==> config.mk <==
export PLATFORM = sky130hd
export DESIGN_NAME = tccu_top
export DESIGN_NICKNAME = d
export VERILOG_FILES = /design/src/tccu_pkg.sv /design/src/tccu_prescale.sv /design/src/tccu_sync.sv /design/src/tccu_top.sv
export SDC_FILE = /design/constraint.sdc
export NUM_CORES = 1
export LEC_CHECK = 0
export BUFFER_PORTS_ARGS = -buffer_cell sky130_fd_sc_hd__buf_2
export CORE_UTILIZATION = 64
export CTS_CLUSTER_DIAMETER = 50
export DETAILED_ROUTE_END_ITERATION = 8
export HOLD_SLACK_MARGIN = 0.02
export PLACE_DENSITY = 0.81
export SETUP_SLACK_MARGIN = 0.02
export SLEW_MARGIN = 20
export SYNTH_ARGS = -nofsm -noshare
export SYNTH_HDL_FRONTEND = slang
export SYNTH_SLANG_ARGS = --single-unit
==> constraint.sdc <==
create_clock -name mclk_i -period 6.2 [get_ports mclk_i]
set_clock_uncertainty 0.2 [all_clocks]
set_input_delay 0.93 -clock mclk_i [delete_from_list [all_inputs] [get_ports mclk_i]]
set_output_delay 0.93 -clock mclk_i [all_outputs]
set_load 0.005 [all_outputs]
==> src/tccu_pkg.sv <==
// Constants, register map and carrier types of the timer capture/compare unit
package tccu_pkg;

  localparam int NUM_MODULES = 4;

  // Register byte addresses
  localparam logic [7:0] ADDR_MODE_CTRL = 8'hC1;
  localparam logic [7:0] ADDR_MAIN_CTRL = 8'hC8;
  localparam logic [7:0] ADDR_PRESCALER_CTRL = 8'hC9;
  localparam logic [7:0] ADDR_COUNTER_LOW = 8'hCC;
  localparam logic [7:0] ADDR_COUNTER_HIGH = 8'hCD;
  localparam logic [7:0] ADDR_IRQ_FLAGS = 8'hCE;
  localparam logic [7:0] ADDR_IRQ_ENABLES = 8'hCF;
  localparam logic [7:0] ADDR_PORT_DATA = 8'hD0;
  localparam logic [7:0] ADDR_CLKOUT_CTRL = 8'hFE;
  // Capture pair per module, index 0 is the reload/capture pair
  localparam logic [3:0][7:0] ADDR_CAP_LOW = {8'hC6, 8'hC4, 8'hC2, 8'hCA};
  localparam logic [3:0][7:0] ADDR_CAP_HIGH = {8'hC7, 8'hC5, 8'hC3, 8'hCB};

  // Field positions
  localparam int MAIN_EDGE_SEL_BIT = 6;
  localparam int MAIN_RELOAD_LSB = 3;
  localparam int MAIN_CMP_MODE_BIT = 2;
  localparam int MAIN_CLKSRC_LSB = 0;
  localparam int CLKOUT_INIT_BIT = 3;
  localparam int CLKOUT_EN_BIT = 2;
  localparam int PRESCALE_LSB = 0;
  localparam int FLAG_OVF_BIT = 4;
  localparam int FLAG_EXT_BIT = 5;
  localparam int EN_TIMER_BIT = 4;
  localparam int EN_EXT_BIT = 5;

  // Implemented bits, the rest read as zero
  localparam logic [7:0] MAIN_CTRL_MASK = 8'h5F;

  // Values after reset
  localparam logic [7:0] MODE_CTRL_RESET = 8'h00;
  localparam logic [7:0] MAIN_CTRL_RESET = 8'h00;
  localparam logic [1:0] PRESCALE_RESET = 2'h0;
  localparam logic CLKOUT_INIT_RESET = 1'b1;
  localparam logic CLKOUT_EN_RESET = 1'b0;
  localparam logic [15:0] COUNTER_RESET = 16'h0000;
  localparam logic [15:0] CAP_RESET = 16'h0000;
  localparam logic [3:0] NIBBLE_RESET = 4'h0;

  // Reload mode field codes
  localparam logic [1:0] RELOAD_ON_OVERFLOW = 2'h2;
  localparam logic [1:0] RELOAD_ON_TRIGGER = 2'h3;

  localparam logic [15:0] COUNTER_MAX = 16'hFFFF;
  localparam logic [15:0] COUNTER_STEP = 16'h0001;

  // Prescaler divide ratios selected by the two prescale bits
  localparam logic [3:0][7:0] PRESCALE_DIV = {8'h08, 8'h04, 8'h02, 8'h01};
  localparam logic [7:0] PRESCALE_ONE = 8'h01;

  typedef enum logic [1:0] {
    MODE_OFF,
    MODE_EDGE_CAPTURE,
    MODE_COMPARE,
    MODE_WRITE_CAPTURE
  } tccu_mode_e;

  typedef enum logic [1:0] {
    CLKSRC_STOP,
    CLKSRC_INTERNAL,
    CLKSRC_EVENT,
    CLKSRC_GATED
  } tccu_clksrc_e;

  typedef struct packed {
    logic [7:0] addr;
    logic [7:0] wdata;
    logic wr;
    logic rd;
  } tccu_bus_s;

endpackage : tccu_pkg

==> src/tccu_prescale.sv <==
// Prescaler giving a one-cycle count enable at the selected rate
`timescale 1ns/10ps
module tccu_prescale
  import tccu_pkg::*;
(
  input wire logic mclk_i,
  input wire logic reset_i,
  input wire logic [1:0] sel_i,
  output logic tick_o
);

  logic [7:0] count;
  logic [7:0] limit;

  assign limit = PRESCALE_DIV[sel_i] - PRESCALE_ONE;

  // A shrinking ratio is caught by the >= compare, no stall
  always_ff @(posedge mclk_i)
  begin
    if (reset_i)
    begin
      count <= 8'h00;
      tick_o <= 1'b0;
    end
    else if (count >= limit)
    begin
      count <= 8'h00;
      tick_o <= 1'b1;
    end
    else
    begin
      count <= count + PRESCALE_ONE;
      tick_o <= 1'b0;
    end
  end

endmodule : tccu_prescale

==> src/tccu_sync.sv <==
// Three-stage pin synchroniser with agreement filter and edge pulses
`timescale 1ns/10ps
module tccu_sync
  import tccu_pkg::*;
#(
  parameter int WIDTH = 6
)
(
  input wire logic mclk_i,
  input wire logic reset_i,
  input wire logic [WIDTH-1:0] pin_i,
  output logic [WIDTH-1:0] level_o,
  output logic [WIDTH-1:0] rise_o,
  output logic [WIDTH-1:0] fall_o
);

  logic [WIDTH-1:0] stage1;
  logic [WIDTH-1:0] stage2;
  logic [WIDTH-1:0] stage3;
  logic [WIDTH-1:0] level_q;

  always_ff @(posedge mclk_i)
  begin
    if (reset_i)
    begin
      stage1 <= '0;
      stage2 <= '0;
      stage3 <= '0;
    end
    else
    begin
      stage1 <= pin_i;
      stage2 <= stage1;
      stage3 <= stage2;
    end
  end

  // Level follows only where the last two stages agree
  always_ff @(posedge mclk_i)
  begin
    if (reset_i)
    begin
      level_o <= '0;
      level_q <= '0;
    end
    else
    begin
      level_o <= (stage2 & stage3) | (level_o & (stage2 | stage3));
      level_q <= level_o;
    end
  end

  assign rise_o = level_o & ~level_q;
  assign fall_o = ~level_o & level_q;

endmodule : tccu_sync

==> src/tccu_top.sv <==
// Timer counter with four capture/compare modules, reload and clock output
//
// The plain strobed port and the placing of the registers were left to the implementer.
`timescale 1ns/10ps
//
// Contract
// RULE_01 - Clock-output pin driven only while clock-output enable is set.
// RULE_02 - Clock-output pin idles at the software-chosen initial level.
// RULE_03 - Modules 1-3 in mode 01 capture the counter on rising pin edge.
// RULE_04 - Module 0 edge capture on rising or falling edge per edge select.
// RULE_05 - Edge capture with module interrupt enabled sets module flag.
// RULE_06 - Mode 11: write to low capture byte triggers capture next cycle.
// RULE_07 - Write-triggered capture never sets the module flag.
// RULE_08 - Compare mode sets module flag when counter equals its pair.
// RULE_09 - Compare mode select 0: output high on match, low on overflow.
// RULE_10 - Compare mode select 1: shadow bit copied on match; overflow ignored.
// RULE_11 - Port data bit acts as compare shadow bit while pin is compare output.
// RULE_12 - Reload mode 0: overflow loads module 0 pair and raises timer irq.
// RULE_13 - Reload mode 1: falling reload-trigger edge loads module 0 pair.
// RULE_14 - External reload interrupt needs both its enable and timer enable.
// RULE_15 - Clock-output mode reloads on overflow and toggles the pin.
// RULE_16 - Output frequency is tick rate over twice (65536 minus reload).
// RULE_17 - Software selects internal clock and sets enable for clock output.
// RULE_18 - Mode field: 00 off, 01 edge capture, 10 compare, 11 write capture.
// RULE_19 - Any counter overflow sets the timer overflow flag.
// RULE_20 - Capture stores both counter bytes in the same cycle.
module tccu_top
  import tccu_pkg::*;
(
  input wire logic mclk_i,
  input wire logic reset_i,
  input tccu_bus_s bus_i,
  output logic [7:0] rdata_o,
  input wire logic [3:0] module_pin_i,
  output logic [3:0] module_pin_o,
  output logic [3:0] module_pin_oe_o,
  input wire logic reload_trigger_pin_i,
  input wire logic timer_ext_pin_i,
  output logic timer_ext_pin_o,
  output logic timer_ext_pin_oe_o,
  output logic [3:0] module_irq_o,
  output logic timer_irq_o
);

  function automatic tccu_mode_e module_mode(input logic [7:0] ctrl, input int idx);
    return tccu_mode_e'(ctrl[idx*2 +: 2]);
  endfunction : module_mode

  function automatic logic wr_hit(input tccu_bus_s bus, input logic [7:0] addr);
    return bus.wr && (bus.addr == addr);
  endfunction : wr_hit

  // Software state
  logic [7:0] module_mode_ctrl;
  logic [7:0] timer_main_ctrl;
  logic [1:0] prescaler_ctrl;
  logic clkout_enable;
  logic clkout_initial_level;
  logic [3:0] module_irq_enable;
  logic timer_irq_enable;
  logic ext_reload_irq_enable;
  logic [3:0] port_data_bit;

  // Hardware state
  logic [15:0] counter;
  logic [15:0] cap [NUM_MODULES];
  logic [3:0] module_irq_flag;
  logic timer_overflow_flag;
  logic ext_reload_flag;
  logic [3:0] write_capture_pending;
  logic count_moved;
  logic clkout_level;

  // Decoded controls
  tccu_clksrc_e clock_source;
  logic [1:0] reload_mode;
  logic compare_mode_select;
  logic module0_edge_select;

  assign clock_source = tccu_clksrc_e'(timer_main_ctrl[MAIN_CLKSRC_LSB +: 2]);
  assign reload_mode = timer_main_ctrl[MAIN_RELOAD_LSB +: 2];
  assign compare_mode_select = timer_main_ctrl[MAIN_CMP_MODE_BIT];
  assign module0_edge_select = timer_main_ctrl[MAIN_EDGE_SEL_BIT];

  // Pin conditioning
  logic [5:0] pin_level;
  logic [5:0] pin_rise;
  logic [5:0] pin_fall;
  logic prescale_tick;

  tccu_sync #(
    .WIDTH(6)
  ) u_sync (
    .mclk_i(mclk_i),
    .reset_i(reset_i),
    .pin_i({timer_ext_pin_i, reload_trigger_pin_i, module_pin_i}),
    .level_o(pin_level),
    .rise_o(pin_rise),
    .fall_o(pin_fall)
  );

  tccu_prescale u_prescale (
    .mclk_i(mclk_i),
    .reset_i(reset_i),
    .sel_i(prescaler_ctrl),
    .tick_o(prescale_tick)
  );

  // Counting and overflow
  logic count_en;
  logic overflow;
  logic ext_reload;
  logic auto_reload;

  always_comb
  begin
    unique case (clock_source)
      CLKSRC_STOP: count_en = 1'b0;
      CLKSRC_INTERNAL: count_en = prescale_tick;
      CLKSRC_EVENT: count_en = pin_fall[5];
      CLKSRC_GATED: count_en = prescale_tick & pin_level[5];
    endcase
  end

  assign overflow = count_en && (counter == COUNTER_MAX);
  assign ext_reload = (reload_mode == RELOAD_ON_TRIGGER) && pin_fall[4]; // RULE_13
  // Clock output reuses the overflow reload, halving at 65536 minus reload
  assign auto_reload = overflow &&
                       ((reload_mode == RELOAD_ON_OVERFLOW) || clkout_enable); // RULE_12 RULE_15 RULE_16

  always_ff @(posedge mclk_i)
  begin
    if (reset_i)
    begin
      counter <= COUNTER_RESET;
      count_moved <= 1'b0;
    end
    else
    begin
      count_moved <= count_en | ext_reload;
      if (wr_hit(bus_i, ADDR_COUNTER_LOW))
        counter[7:0] <= bus_i.wdata;
      else if (wr_hit(bus_i, ADDR_COUNTER_HIGH))
        counter[15:8] <= bus_i.wdata;
      else if (ext_reload || auto_reload)
        counter <= cap[0]; // RULE_12 RULE_13 RULE_15
      else if (count_en)
        counter <= counter + COUNTER_STEP;
    end
  end

  // Capture and compare events per module
  logic [3:0] edge_capture;
  logic [3:0] capture;
  logic [3:0] match;
  logic [3:0] low_write;
  logic [3:0] high_write;
  logic [3:0] is_compare;

  always_comb
  begin
    for (int i = 0; i < NUM_MODULES; i++)
    begin
      low_write[i] = wr_hit(bus_i, ADDR_CAP_LOW[i]);
      high_write[i] = wr_hit(bus_i, ADDR_CAP_HIGH[i]);
      is_compare[i] = module_mode(module_mode_ctrl, i) == MODE_COMPARE; // RULE_18
      edge_capture[i] = 1'b0;
      if (module_mode(module_mode_ctrl, i) == MODE_EDGE_CAPTURE) // RULE_18
      begin
        if (i == 0)
          edge_capture[i] = module0_edge_select ? pin_rise[0] : pin_fall[0]; // RULE_04
        else
          edge_capture[i] = pin_rise[i]; // RULE_03
      end
      capture[i] = edge_capture[i] | write_capture_pending[i];
      match[i] = is_compare[i] && count_moved && (counter == cap[i]);
    end
  end

  // Write-capture waits one cycle so the written value never lands
  always_ff @(posedge mclk_i)
  begin
    if (reset_i)
      write_capture_pending <= NIBBLE_RESET;
    else
    begin
      for (int i = 0; i < NUM_MODULES; i++)
        write_capture_pending[i] <= low_write[i] &&
          (module_mode(module_mode_ctrl, i) == MODE_WRITE_CAPTURE); // RULE_06
    end
  end

  always_ff @(posedge mclk_i)
  begin
    if (reset_i)
    begin
      for (int i = 0; i < NUM_MODULES; i++)
        cap[i] <= CAP_RESET;
    end
    else
    begin
      for (int i = 0; i < NUM_MODULES; i++)
      begin
        if (capture[i])
          cap[i] <= counter; // RULE_20
        else if (low_write[i] &&
                 (module_mode(module_mode_ctrl, i) != MODE_WRITE_CAPTURE))
          cap[i][7:0] <= bus_i.wdata;
        else if (high_write[i])
          cap[i][15:8] <= bus_i.wdata;
      end
    end
  end

  // Flags: a set in the cycle of its clear wins
  logic [3:0] next_module_irq_flag;
  logic flag_write;

  assign flag_write = wr_hit(bus_i, ADDR_IRQ_FLAGS);

  always_comb
  begin
    for (int i = 0; i < NUM_MODULES; i++)
      next_module_irq_flag[i] = (edge_capture[i] & module_irq_enable[i]) | // RULE_05 RULE_07
                                match[i] | // RULE_08
                                (module_irq_flag[i] & ~(flag_write & bus_i.wdata[i]));
  end

  always_ff @(posedge mclk_i)
  begin
    if (reset_i)
    begin
      module_irq_flag <= NIBBLE_RESET;
      timer_overflow_flag <= 1'b0;
      ext_reload_flag <= 1'b0;
    end
    else
    begin
      module_irq_flag <= next_module_irq_flag;
      timer_overflow_flag <= overflow | // RULE_19 RULE_12
        (timer_overflow_flag & ~(flag_write & bus_i.wdata[FLAG_OVF_BIT]));
      ext_reload_flag <= (ext_reload & ext_reload_irq_enable) | // RULE_14
        (ext_reload_flag & ~(flag_write & bus_i.wdata[FLAG_EXT_BIT]));
    end
  end

  always_ff @(posedge mclk_i)
  begin
    if (reset_i)
    begin
      module_irq_o <= NIBBLE_RESET;
      timer_irq_o <= 1'b0;
    end
    else
    begin
      module_irq_o <= module_irq_flag & module_irq_enable;
      timer_irq_o <= timer_irq_enable & (timer_overflow_flag | ext_reload_flag); // RULE_14
    end
  end

  // Compare outputs on the module pins
  always_ff @(posedge mclk_i)
  begin
    if (reset_i)
    begin
      module_pin_o <= NIBBLE_RESET;
      module_pin_oe_o <= NIBBLE_RESET;
    end
    else
    begin
      module_pin_oe_o <= is_compare; // RULE_11
      for (int i = 0; i < NUM_MODULES; i++)
      begin
        if (match[i])
          module_pin_o[i] <= compare_mode_select ? port_data_bit[i] : 1'b1; // RULE_09 RULE_10 RULE_11
        else if (overflow && !compare_mode_select)
          module_pin_o[i] <= 1'b0; // RULE_09
      end
    end
  end

  // Clock output on the shared timer pin
  always_ff @(posedge mclk_i)
  begin
    if (reset_i)
    begin
      clkout_level <= CLKOUT_INIT_RESET;
      timer_ext_pin_oe_o <= 1'b0;
    end
    else
    begin
      timer_ext_pin_oe_o <= clkout_enable; // RULE_01
      if (!clkout_enable)
        clkout_level <= clkout_initial_level; // RULE_02
      else if (overflow)
        clkout_level <= ~clkout_level; // RULE_15
    end
  end

  assign timer_ext_pin_o = clkout_level;

  // Control registers; clock source comes from software alone
  always_ff @(posedge mclk_i)
  begin
    if (reset_i)
    begin
      module_mode_ctrl <= MODE_CTRL_RESET;
      timer_main_ctrl <= MAIN_CTRL_RESET;
      prescaler_ctrl <= PRESCALE_RESET;
      clkout_enable <= CLKOUT_EN_RESET;
      clkout_initial_level <= CLKOUT_INIT_RESET;
      module_irq_enable <= NIBBLE_RESET;
      timer_irq_enable <= 1'b0;
      ext_reload_irq_enable <= 1'b0;
      port_data_bit <= NIBBLE_RESET;
    end
    else if (bus_i.wr)
    begin
      unique case (bus_i.addr)
        ADDR_MODE_CTRL: module_mode_ctrl <= bus_i.wdata;
        ADDR_MAIN_CTRL: timer_main_ctrl <= bus_i.wdata & MAIN_CTRL_MASK; // RULE_17
        ADDR_PRESCALER_CTRL: prescaler_ctrl <= bus_i.wdata[PRESCALE_LSB +: 2];
        ADDR_CLKOUT_CTRL:
        begin
          clkout_enable <= bus_i.wdata[CLKOUT_EN_BIT];
          clkout_initial_level <= bus_i.wdata[CLKOUT_INIT_BIT];
        end
        ADDR_IRQ_ENABLES:
        begin
          module_irq_enable <= bus_i.wdata[3:0];
          timer_irq_enable <= bus_i.wdata[EN_TIMER_BIT];
          ext_reload_irq_enable <= bus_i.wdata[EN_EXT_BIT];
        end
        ADDR_PORT_DATA: port_data_bit <= bus_i.wdata[3:0];
        default: ;
      endcase
    end
  end

  // Read path, data valid only in the cycle after the strobe
  logic [7:0] read_value;

  always_comb
  begin
    read_value = 8'h00;
    unique case (bus_i.addr)
      ADDR_MODE_CTRL: read_value = module_mode_ctrl;
      ADDR_MAIN_CTRL: read_value = timer_main_ctrl;
      ADDR_PRESCALER_CTRL: read_value = {6'h00, prescaler_ctrl};
      ADDR_CLKOUT_CTRL: read_value = {4'h0, clkout_initial_level, clkout_enable, 2'h0};
      ADDR_COUNTER_LOW: read_value = counter[7:0];
      ADDR_COUNTER_HIGH: read_value = counter[15:8];
      ADDR_IRQ_FLAGS:
        read_value = {2'h0, ext_reload_flag, timer_overflow_flag, module_irq_flag};
      ADDR_IRQ_ENABLES:
        read_value = {2'h0, ext_reload_irq_enable, timer_irq_enable, module_irq_enable};
      ADDR_PORT_DATA: read_value = {4'h0, port_data_bit};
      default:
      begin
        for (int i = 0; i < NUM_MODULES; i++)
        begin
          if (bus_i.addr == ADDR_CAP_LOW[i])
            read_value = cap[i][7:0];
          if (bus_i.addr == ADDR_CAP_HIGH[i])
            read_value = cap[i][15:8];
        end
      end
    endcase
  end

  always_ff @(posedge mclk_i)
  begin
    if (reset_i)
      rdata_o <= 8'h00;
    else if (bus_i.rd)
      rdata_o <= read_value;
    else
      rdata_o <= 8'h00;
  end

endmodule : tccu_top

==> results_dict.tcl, run 1 <==
set metrics [dict create \
    via_per_inst 6.986 \
    seqPwrFrac_pct 51.4 \
    clkTransAtPathRegs_ns 0.07 \
    worstPathRequired_ns 6.29 \
    hold_viol 0 \
    r2r-start "counter[0]" \
    grt_max_degree 95 \
    drtPass1Iterations 6 \
    wirelength_um 28890 \
    cp.depth 7 \
    synth_top_cells_by_area "dfxtp_1 25%, edfxtp_1 20%, a22o_1 6.1%" \
    grt_usage_pct 39.35 \
    antenna_left 0 \
    ios 49 \
    timing.final.ws_setup_ns 2.842 \
    critPathCaptureType "flip-flop" \
    setup_viol 0 \
    p_int_mw 1.840 \
    initial_core_util_pct 65.75 \
    status "finished clean" \
    grt_pass1_vias 7432 \
    clk_latency_ns 0.45 \
    die_x_um 124.2 \
    synth_common_cells "117 x dfxtp_1, 81 x nor2_1, 70 x nand2_1, 67 x a22o_1, 64 x edfxtp_1" \
    start_kind "input port" \
    cts_sinks 181 \
    synth_area_leader_cell "dfxtp_1" \
    cts_setup_buffers 0 \
    synth_cell_types 78 \
    critPathMaxStageDelay_ns 0.67 \
    slew_headroom_pct 28.90 \
    crit_fanout 40 \
    fin_crit_ns 3.358 \
    slowest_stage "buf_2" \
    cp_num_buf_inv 2 \
    ys_ff_latch 181 \
    crit_path_end "counter[13]" \
    drive_above_1_share_pct 13.07 \
    cts_max_path_buffers 2 \
    place_area_um2 9699 \
    antenna_found_initial 0 \
    cts_htree_levels 4 \
    pre_cts_ws_ns 2.483 \
    grt_overflow 0 \
    postSynthAreaPerCell_um2 10.02 \
    path_class "input port to flip-flop" \
    maxCapViolCount 0 \
    n_antenna_cell 0 \
    numCtsBuffers 17 \
    chipHeight_um 124.2 \
    area_growth_pct 7.568 \
    drv_slew 0 \
    ir_worst_vdd_uv 199.7 \
    num_vias 8020 \
    ys_seq_area_share_pct 44.62 \
    syn_area_um2 9555 \
    swShare_pct 25.93 \
    die_area_um2 15420 \
    max_freq_ghz 0.2978 \
    cts_hold_buf 0 \
    numPortBuffers 48 \
    fin_tns_setup_ns 0 \
    power_density_nw_per_um2 241.6 \
    fin_crit_sh_pct 54.17 \
    drtIter0Drc 1169 \
    gp_congestion 1.057 \
    ys_warn_count 0 \
    cp_top_family "buffers and inverters" \
    tritoncts "built" \
    tightest_slew_ns 1.064 \
    worst_hold_path_type "flip-flop to flip-flop" \
    synthCells 954 \
    synth_top_area_share_pct 24.51 \
    drc 0 \
    worst_ep_arrival_time_ns 3.45 \
    p_leak_nw 3.903 \
    synth-edff-count 64 \
    r2r_slack_ns 3.19 \
    startpoint "bus_i[10]" \
    clock-root-buffer "clkbuf_16" \
    clock_power_share_pct 42.8 \
    yosysMostFrequentCell "dfxtp_1" \
    rsz0062_at_grt "false" \
    grt_pass1_wl_um 43540 \
    dp_hpwl_um 19600 \
    reg2regPathDepth 6 \
    post_cts_resized 0 \
    avgRoutedWirePerCell_um 25.17 \
    synthArstFlopShare_pct 0 \
    pwr-share-comb_pct 5.8 \
    nets 988 \
    rows 44 \
    netSwitchingPower_mw 0.6441 \
    crit_chain "buf_2 -> inv_1 -> nor2_1 -> and3_4 -> a21oi_2 -> a22oi_1 -> a311oi_2" \
    core_um2 14530 \
    r2r_end "module_pin_o[3]" \
    fin_area_um2 10280 \
    ys.flop_type "dfxtp_1" \
]
-- per-layer routing --
layer | wire (um) | vias up | track usage (%)
met1 | 11140 | 3774 | 52.77
met2 | 12440 | 600 | 57.98
met3 | 3746 | 137 | 9.982
met5 | 0 | - | 0
li1 | - | 3509 | -
met4 | 1560 | 0 | 21.21
-- layout by cell type (no fill, tap or decap), drive strengths merged, types with 11 or more instances in the layout --
cell type / count
a21oi: 31
a22o: 67
a22oi: 19
a311oi: 15
and3: 12
buf: 50
clkbuf: 18
dfxtp: 117
edfxtp: 64
ha: 11
inv: 22
mux2i: 36
nand2: 71
nand3: 33
nand4: 14
nor2: 81
nor2b: 34
nor3: 24
nor4: 13
o21ai: 14
xnor2: 33
xor2: 52
-- final cells by class --
cell class / count / area (um^2)
repair buffers: 50 / 257.7
flip-flops and latches: 181 / 4264
well taps: 184 / 230.2
clock inverters: 14 / 137.6
multi-input cells: 687 / 4897
fillers: 1114 / 4255
clock buffers: 18 / 439.2
inverters: 14 / 52.55
-- flip-flops by register name, indices dropped and copies added, names as in the netlist, 6 cells and up --
name	count
cap	64
counter	16
module_mode_ctrl	8
rdata_o	8
timer_main_ctrl	6
u_prescale.count	8
u_sync.level_o	6
u_sync.level_q	6
u_sync.stage1	6
u_sync.stage2	6
u_sync.stage3	6
-- worst min path at each step --
stage	start	endpoint	slack [ns]	cells past startpoint
after detailed placement	u_sync.stage1[0]	u_sync.stage2[0]	0.22	1
after global routing	u_sync.stage1[5]	u_sync.stage2[5]	0.26	1
after CTS	u_sync.stage1[1]	u_sync.stage2[1]	0.24	1
final	u_sync.stage1[1]	u_sync.stage2[1]	0.24	1
after floorplan	u_sync.stage1[0]	u_sync.stage2[0]	0.21	1
after global placement	u_sync.stage1[0]	u_sync.stage2[0]	0.22	1
-- through the flow --
stage                     utilization, %  hold slack (ns)  power (mW)  instances
after floorplan                        -           0.2138       1.388        956
after global placement             66.74           0.2154       1.439       1116
after detailed placement           66.74           0.2245       1.441       1116
after CTS                          70.70           0.2428       2.480       1148
after global routing               70.72           0.2632       2.541       1148
final                              70.72           0.2382       2.484       1148
-- power by group through the flow --
stage	registers, mW	logic (mW)	clock network, mW
after global routing	1.28	0.152	1.11
after CTS	1.28	0.139	1.07
after floorplan	1.29	0.0976	0
final	1.28	0.143	1.06
after global placement	1.30	0.136	0
after detailed placement	1.30	0.138	0
-- cell families (layout without fill, tap and decap cells) --
group / Yosys count / in the layout / synth area share (%)
AND/OR/NAND/NOR: 333 / 333 / 18.82
AO/OA/AOI/OAI: 205 / 205 / 16.58
flip-flops: 181 / 181 / 44.62
buffers and inverters: 88 / 96 / 4.229
XOR/XNOR: 85 / 85 / 7.791
multiplexers: 50 / 50 / 6.482
adder cells (fa/ha/maj): 11 / 11 / 1.440
other: 1 / 3 / 0.03924
Note: power is estimated with default switching activity, not from simulation.
==> run 2, diff against run 1 <==
- ABC_AREA: unset -> 1
- CORE_UTILIZATION: 64 -> 56
- PLACE_DENSITY: 0.81 -> 0.75
- clock period: 6.2 -> 3.05 ns (I/O delays scaled with it)
==> results_dict.tcl, run 2 <==
set metrics [dict create \
    status "finished clean" \
    maxCapViolCount 0 \
    ys.flop_type "dfxtp_1" \
    chipHeight_um 134.2 \
    clk_latency_ns 0.45 \
    ys_seq_area_share_pct 43.57 \
    r2r_slack_ns 0.58 \
    grt_pass1_vias 8857 \
    cts_sinks 181 \
    grt_overflow 0 \
    tritoncts "built" \
    regMostFlops "cap" \
    numCtsBuffers 17 \
    p_leak_nw 4.452 \
    synthCells 1334 \
    worst_ep_arrival_time_ns 2.64 \
    numPortBuffers 48 \
    ir_worst_vdd_uv 421.0 \
    die_x_um 134.2 \
    power_density_nw_per_um2 479.2 \
    rows 47 \
    synth_top_cells_by_area "dfxtp_1 24%, edfxtp_1 20%, nand2_1 11%" \
    path_class "flip-flop to flip-flop" \
    ys_ff_latch 181 \
    dr_wl_met3_um 4646 \
    fin_crit_sh_pct 80.82 \
    setup_viol 0 \
    wirelength_um 33220 \
    slew_headroom_pct 58.41 \
    crit_fanout 21 \
    synth-edff-count 64 \
    grt_pass1_wl_um 49890 \
    min_to "module_mode_ctrl[7]" \
    layout.cells.non_filler 1628 \
    reg2regPathDepth 11 \
    timing.final.ws_setup_ns 0.5849 \
    n_antenna_cell 0 \
    r2r-start "counter[2]" \
    clock-root-buffer "clkbuf_16" \
    dp.cells 1590 \
    synth_top_area_share_pct 23.94 \
    max_freq_ghz 0.4057 \
    fin_hold_ws_ns 0.1842 \
    fin_crit_ns 2.465 \
    start_kind "flip-flop" \
    met2_wirelength_um 13900 \
    drtPass1Iterations 9 \
    die_area_um2 18010 \
    reg_top3 "cap: 64 flops, counter: 16 flops" \
    synth_common_cells "279 x nand2_1, 183 x nor2_1, 162 x inv_1, 117 x dfxtp_1, 108 x nand3_1" \
    drive_above_1_share_pct 11.43 \
    worstPathRequired_ns 3.23 \
    rsz0062_at_grt "false" \
    gp_congestion 1.034 \
    tightest_slew_ns 0.6200 \
    final_common_cell "nand2_1" \
    pre_cts_ws_ns 0.4609 \
    grt_usage_pct 37.67 \
    dp_hpwl_um 24420 \
    core_um2 16820 \
    synth_area_leader_cell "dfxtp_1" \
    final_core_util_pct 65.73 \
    ys_warn_count 0 \
    yosysMostFrequentCell "nand2_1" \
    area_growth_pct 12.97 \
    antenna_found_initial 0 \
    worst_hold_path_type "input port to flip-flop" \
    critPathCaptureType "flip-flop" \
    postSynthAreaPerCell_um2 7.336 \
    cts_max_path_buffers 2 \
    cts_htree_levels 4 \
    fin_tns_setup_ns 0 \
    syn_area_um2 9786 \
    hold_viol 0 \
    ios 49 \
    drtIter0Drc 1275 \
    drc 0 \
    grt_max_degree 46 \
    clkTransAtPathRegs_ns 0.08 \
    worstHoldStart "bus_i[9]" \
    nets 1432 \
    final_cell_mix "279 x nand2_1, 183 x nor2_1, 162 x inv_1" \
    num_vias 9820 \
    r2r_end "counter[11]" \
    hold_depth 3 \
    initial_core_util_pct 58.18 \
    highest_layer "met4" \
    synthArstFlopShare_pct 0 \
    drv_slew 0 \
    met1_length_um 12740 \
    synth_cell_types 41 \
    largest_register_ffs 64 \
    antenna_left 0 \
    avgRoutedWirePerCell_um 20.41 \
    via_per_inst 6.032 \
]
run 2: cell count changes in the layout (fill, tap and decap cells not counted), sizes merged, moves of 19 or more:
| cell | before | now |
|---|---|---|
| nand2 | 71 | 285 |
| o21ai | 14 | 65 |
| nor2b | 34 | 0 |
| nand4 | 14 | 40 |
| xor2 | 52 | 18 |
| nor2 | 81 | 194 |
| a22o | 67 | 0 |
| nand3 | 33 | 114 |
| a21oi | 31 | 65 |
| a22oi | 19 | 0 |
| buf | 50 | 81 |
| mux2i | 36 | 0 |
| o22ai | 10 | 62 |
| inv | 22 | 173 |
run 2: cell type report:
type                            instances  area [um^2]
Fill cell                            1513         5764
Multi-Input combinational cell        935         4662
Sequential cell                       181         4264
Inverter                              173        649.4
Timing Repair Buffer                   87        548.0
Clock buffer                           17        425.4
Tap cell                              220        275.3
Clock inverter                         15        230.2
run 2: metal layers:
layer,vias up,GRT usage [%]
met5,-,0
met4,0,20.66
met3,144,11.26
met2,687,55.21
met1,4473,49.72
li1,4516,-
run 2: worst max path at each step:
stage                from     endpoint  cells after the start
3_3_place_gp    bus_i[16]    cap[1][3]                      7
4_1_cts        counter[2]  counter[11]                     11
3_5_place_dp    bus_i[17]    cap[1][3]                      7
6_report       counter[2]  counter[11]                     11
5_1_grt        counter[2]  counter[11]                     11
2_1_floorplan   bus_i[16]   cap[3][10]                      7
run 2: kinds of logic (layout without fill, tap and decap cells):
logic type                 Yosys count  after routing  synth area share [%]
buffers and inverters              220            292                 8.861
DFF                                181            181                 43.57
xor gates and xnor gates            39             39                 3.491
other                                1              3               0.03832
AOI/OAI and AO/OA                  204            204                 11.55
and+or+nand+nor                    678            678                 31.08
adders and majority gates           11             11                 1.406
run 2: critical path, cell delays in order, from the launching register on:
cell and delay [ns]:
dfxtp_1 0.65, nand2_1 0.16, nor2_2 0.22, nand2_1 0.12, nor2_1 0.16, nand3_1 0.13, nand2_1 0.09, buf_4 0.25
inv_1 0.10, nand2_1 0.09, nand3_1 0.10, a21oi_1 0.13
run 2: where the power goes:
part / total (mW) / switching [mW] / internal, mW
logic: 0.292 / 0.211 / 0.0812
registers: 2.58 / 0.0370 / 2.54
clock network: 2.43 / 1.15 / 1.28
run 2: timing repair:
| action | 4_1_cts | 5_1_grt |
|---|---|---|
| resized for setup | 0 | 0 |
| endpoints found under the hold margin | 6 | 0 |
| hold buffers | 6 | 0 |
| endpoints found under the setup margin | 0 | 0 |
| buffers inserted | 0 | 0 |
run 2: through the flow:
step | cell area [um^2] | power [mW]
detailed placement | 10340 | 2.906
finish | 11050 | 5.297
global route | 11050 | 5.404
CTS | 11050 | 5.274
global placement | 10340 | 2.900
floorplan | 9793 | 2.789
==> run 3, diff against run 2 <==
- clock period: 3.05 -> 2.1 ns (I/O delays scaled with it)
==> results_dict.tcl, run 3 (synthesized netlist as in run 2, its figures left out) <==
set metrics [dict create \
    clock-root-buffer "clkbuf_16" \
    dp.cells 1664 \
    n_antenna_cell 0 \
    hold_viol 0 \
    cts_htree_levels 4 \
    start_kind "flip-flop" \
    largest_register_ffs 64 \
    antenna_found_initial 0 \
    status "finished clean" \
    die_x_um 134.2 \
    fin_crit_ns 2.016 \
    r2r_slack_ns 0.08 \
    numCtsBuffers 17 \
    ir_worst_vdd_uv 664.3 \
    grt_pass1_wl_um 51650 \
    via_per_inst 5.926 \
    drc 0 \
    dp_hpwl_um 25570 \
    regMostFlops "cap" \
    pre_cts_ws_ns -0.09950 \
    core_um2 16820 \
    maxCapViolCount 0 \
    num_vias 10120 \
    timing.final.ws_setup_ns 0.08402 \
    fin_area_um2 11910 \
    gp_congestion 0.9901 \
    path_class "flip-flop to flip-flop" \
    drive_above_1_share_pct 18.01 \
    place_area_um2 11020 \
    chipHeight_um 134.2 \
    setup_viol 0 \
    worstPathRequired_ns 2.25 \
    fin_crit_sh_pct 96.00 \
    worst_ep_arrival_time_ns 2.17 \
    drtIter0Drc 1502 \
    die_area_um2 18010 \
    wirelength_um 34150 \
    tightest_slew_ns 0.5654 \
    layout.cells.non_filler 1708 \
    crit_fanout 7 \
    reg_top3 "cap: 64 flops, counter: 16 flops" \
    ios 49 \
    area_growth_pct 21.69 \
    power_density_nw_per_um2 642.1 \
    drv_slew 0 \
    rows 47 \
    worst_hold_path_type "input port to flip-flop" \
    min_to "write_capture_pending[3]" \
    r2r_end "module_pin_o[0]" \
    clkTransAtPathRegs_ns 0.08 \
    final_common_cell "nand2_1" \
    grt_overflow 0 \
    drtPass1Iterations 6 \
    rsz0062_at_grt "true" \
    critPathCaptureType "flip-flop" \
    p_leak_nw 4.883 \
    hold_depth 3 \
    nets 1512 \
    antenna_left 0 \
    tritoncts "built" \
    cts_max_path_buffers 2 \
    grt_max_degree 41 \
    slew_headroom_pct 62.27 \
    n_fill_cell 1420 \
    r2r-start "counter[4]" \
    clk_latency_ns 0.45 \
    initial_core_util_pct 58.18 \
    worstHoldStart "bus_i[12]" \
    grt_pass1_vias 9340 \
    grt_usage_pct 38.74 \
    numPortBuffers 48 \
    reg2regPathDepth 8 \
    cts_sinks 181 \
    avgRoutedWirePerCell_um 19.99 \
    final_core_util_pct 70.80 \
    final_cell_mix "274 x nand2_1, 177 x nor2_1, 161 x inv_1" \
    max_freq_ghz 0.4960 \
]
-- run 3: cell count changes in the layout (fill, tap and decap cells not counted), sizes merged --
| cell | previous run | this run |
|---|---|---|
| bufinv | 2 | 0 |
| buf | 81 | 159 |
| clkinv | 12 | 14 |
| clkbuf | 17 | 19 |
-- run 3: cell type report --
| cell class | count | area [um^2] | area share [%] |
|---|---|---|---|
| Sequential cell | 181 | 4269 | 35.85 |
| Inverter | 173 | 653.1 | 5.485 |
| Clock buffer | 17 | 425.4 | 3.573 |
| Tap cell | 220 | 275.3 | 2.312 |
| Multi-Input combinational cell | 935 | 4758 | 39.96 |
| Clock inverter | 15 | 214.0 | 1.797 |
| Timing Repair Buffer | 167 | 1313 | 11.02 |
-- run 3: power by group --
part / switching, mW / internal (mW) / leakage [nW]
clock network: 1.76 / 1.67 / 0.307
registers: 0.0524 / 3.69 / 1.61
logic: 0.317 / 0.163 / 2.97
total: 2.13 / 5.52 / 4.88
-- run 3: worst max-delay path, stage by stage (launching register included) --
cell and delay [ns]:
dfxtp_2 0.37, buf_4 0.16, inv_1 0.14, nand2_1 0.12
nand4_1 0.16, nor3_2 0.29, nand3_2 0.21, o21ai_0 0.20
nor2_1 0.06
-- run 3: worst max-delay path by stage --
stage | from | end | slack, ns | cells after the start
floorplan | bus_i[16] | cap[3][10] | 0.06 | 7
global placement | bus_i[16] | cap[0][11] | -0.08 | 8
detailed placement | bus_i[17] | cap[0][11] | -0.1 | 8
CTS | counter[1] | counter[11] | 0.01 | 12
global route | counter[0] | counter[11] | -0.02 | 10
finish | counter[4] | module_pin_o[0] | 0.08 | 8
-- run 3: layer usage --
| layer | up-vias | wire length [um] | global-route usage [%] |
|---|---|---|---|
| li1 | 4693 | - | - |
| met1 | 4593 | 13150 | 51.96 |
| met2 | 687 | 14660 | 58.20 |
| met3 | 148 | 4498 | 9.373 |
| met4 | 0 | 1836 | 19.85 |
| met5 | - | 0 | 0 |
-- run 3: through the flow --
| step | power [mW] | setup TNS (ns) | hold WS, ns |
|---|---|---|---|
| after global routing | 7.808 | -0.02424 | 0.04754 |
| final | 7.646 | 0 | 0.04065 |
| after CTS | 7.610 | 0 | 0.03405 |
| after global placement | 4.258 | -0.9333 | 0.1906 |
| after floorplan | 4.050 | 0 | 0.1883 |
| after detailed placement | 4.266 | -1.866 | 0.1953 |
-- run 3: repair_timing --
action,CTS,global route
pin swaps,0,6
setup endpoints to repair,12,35
gates cloned,0,2
resized for setup,3,28
buffers inserted,1,3
endpoints found under the hold margin,6,0
hold buffers,6,0
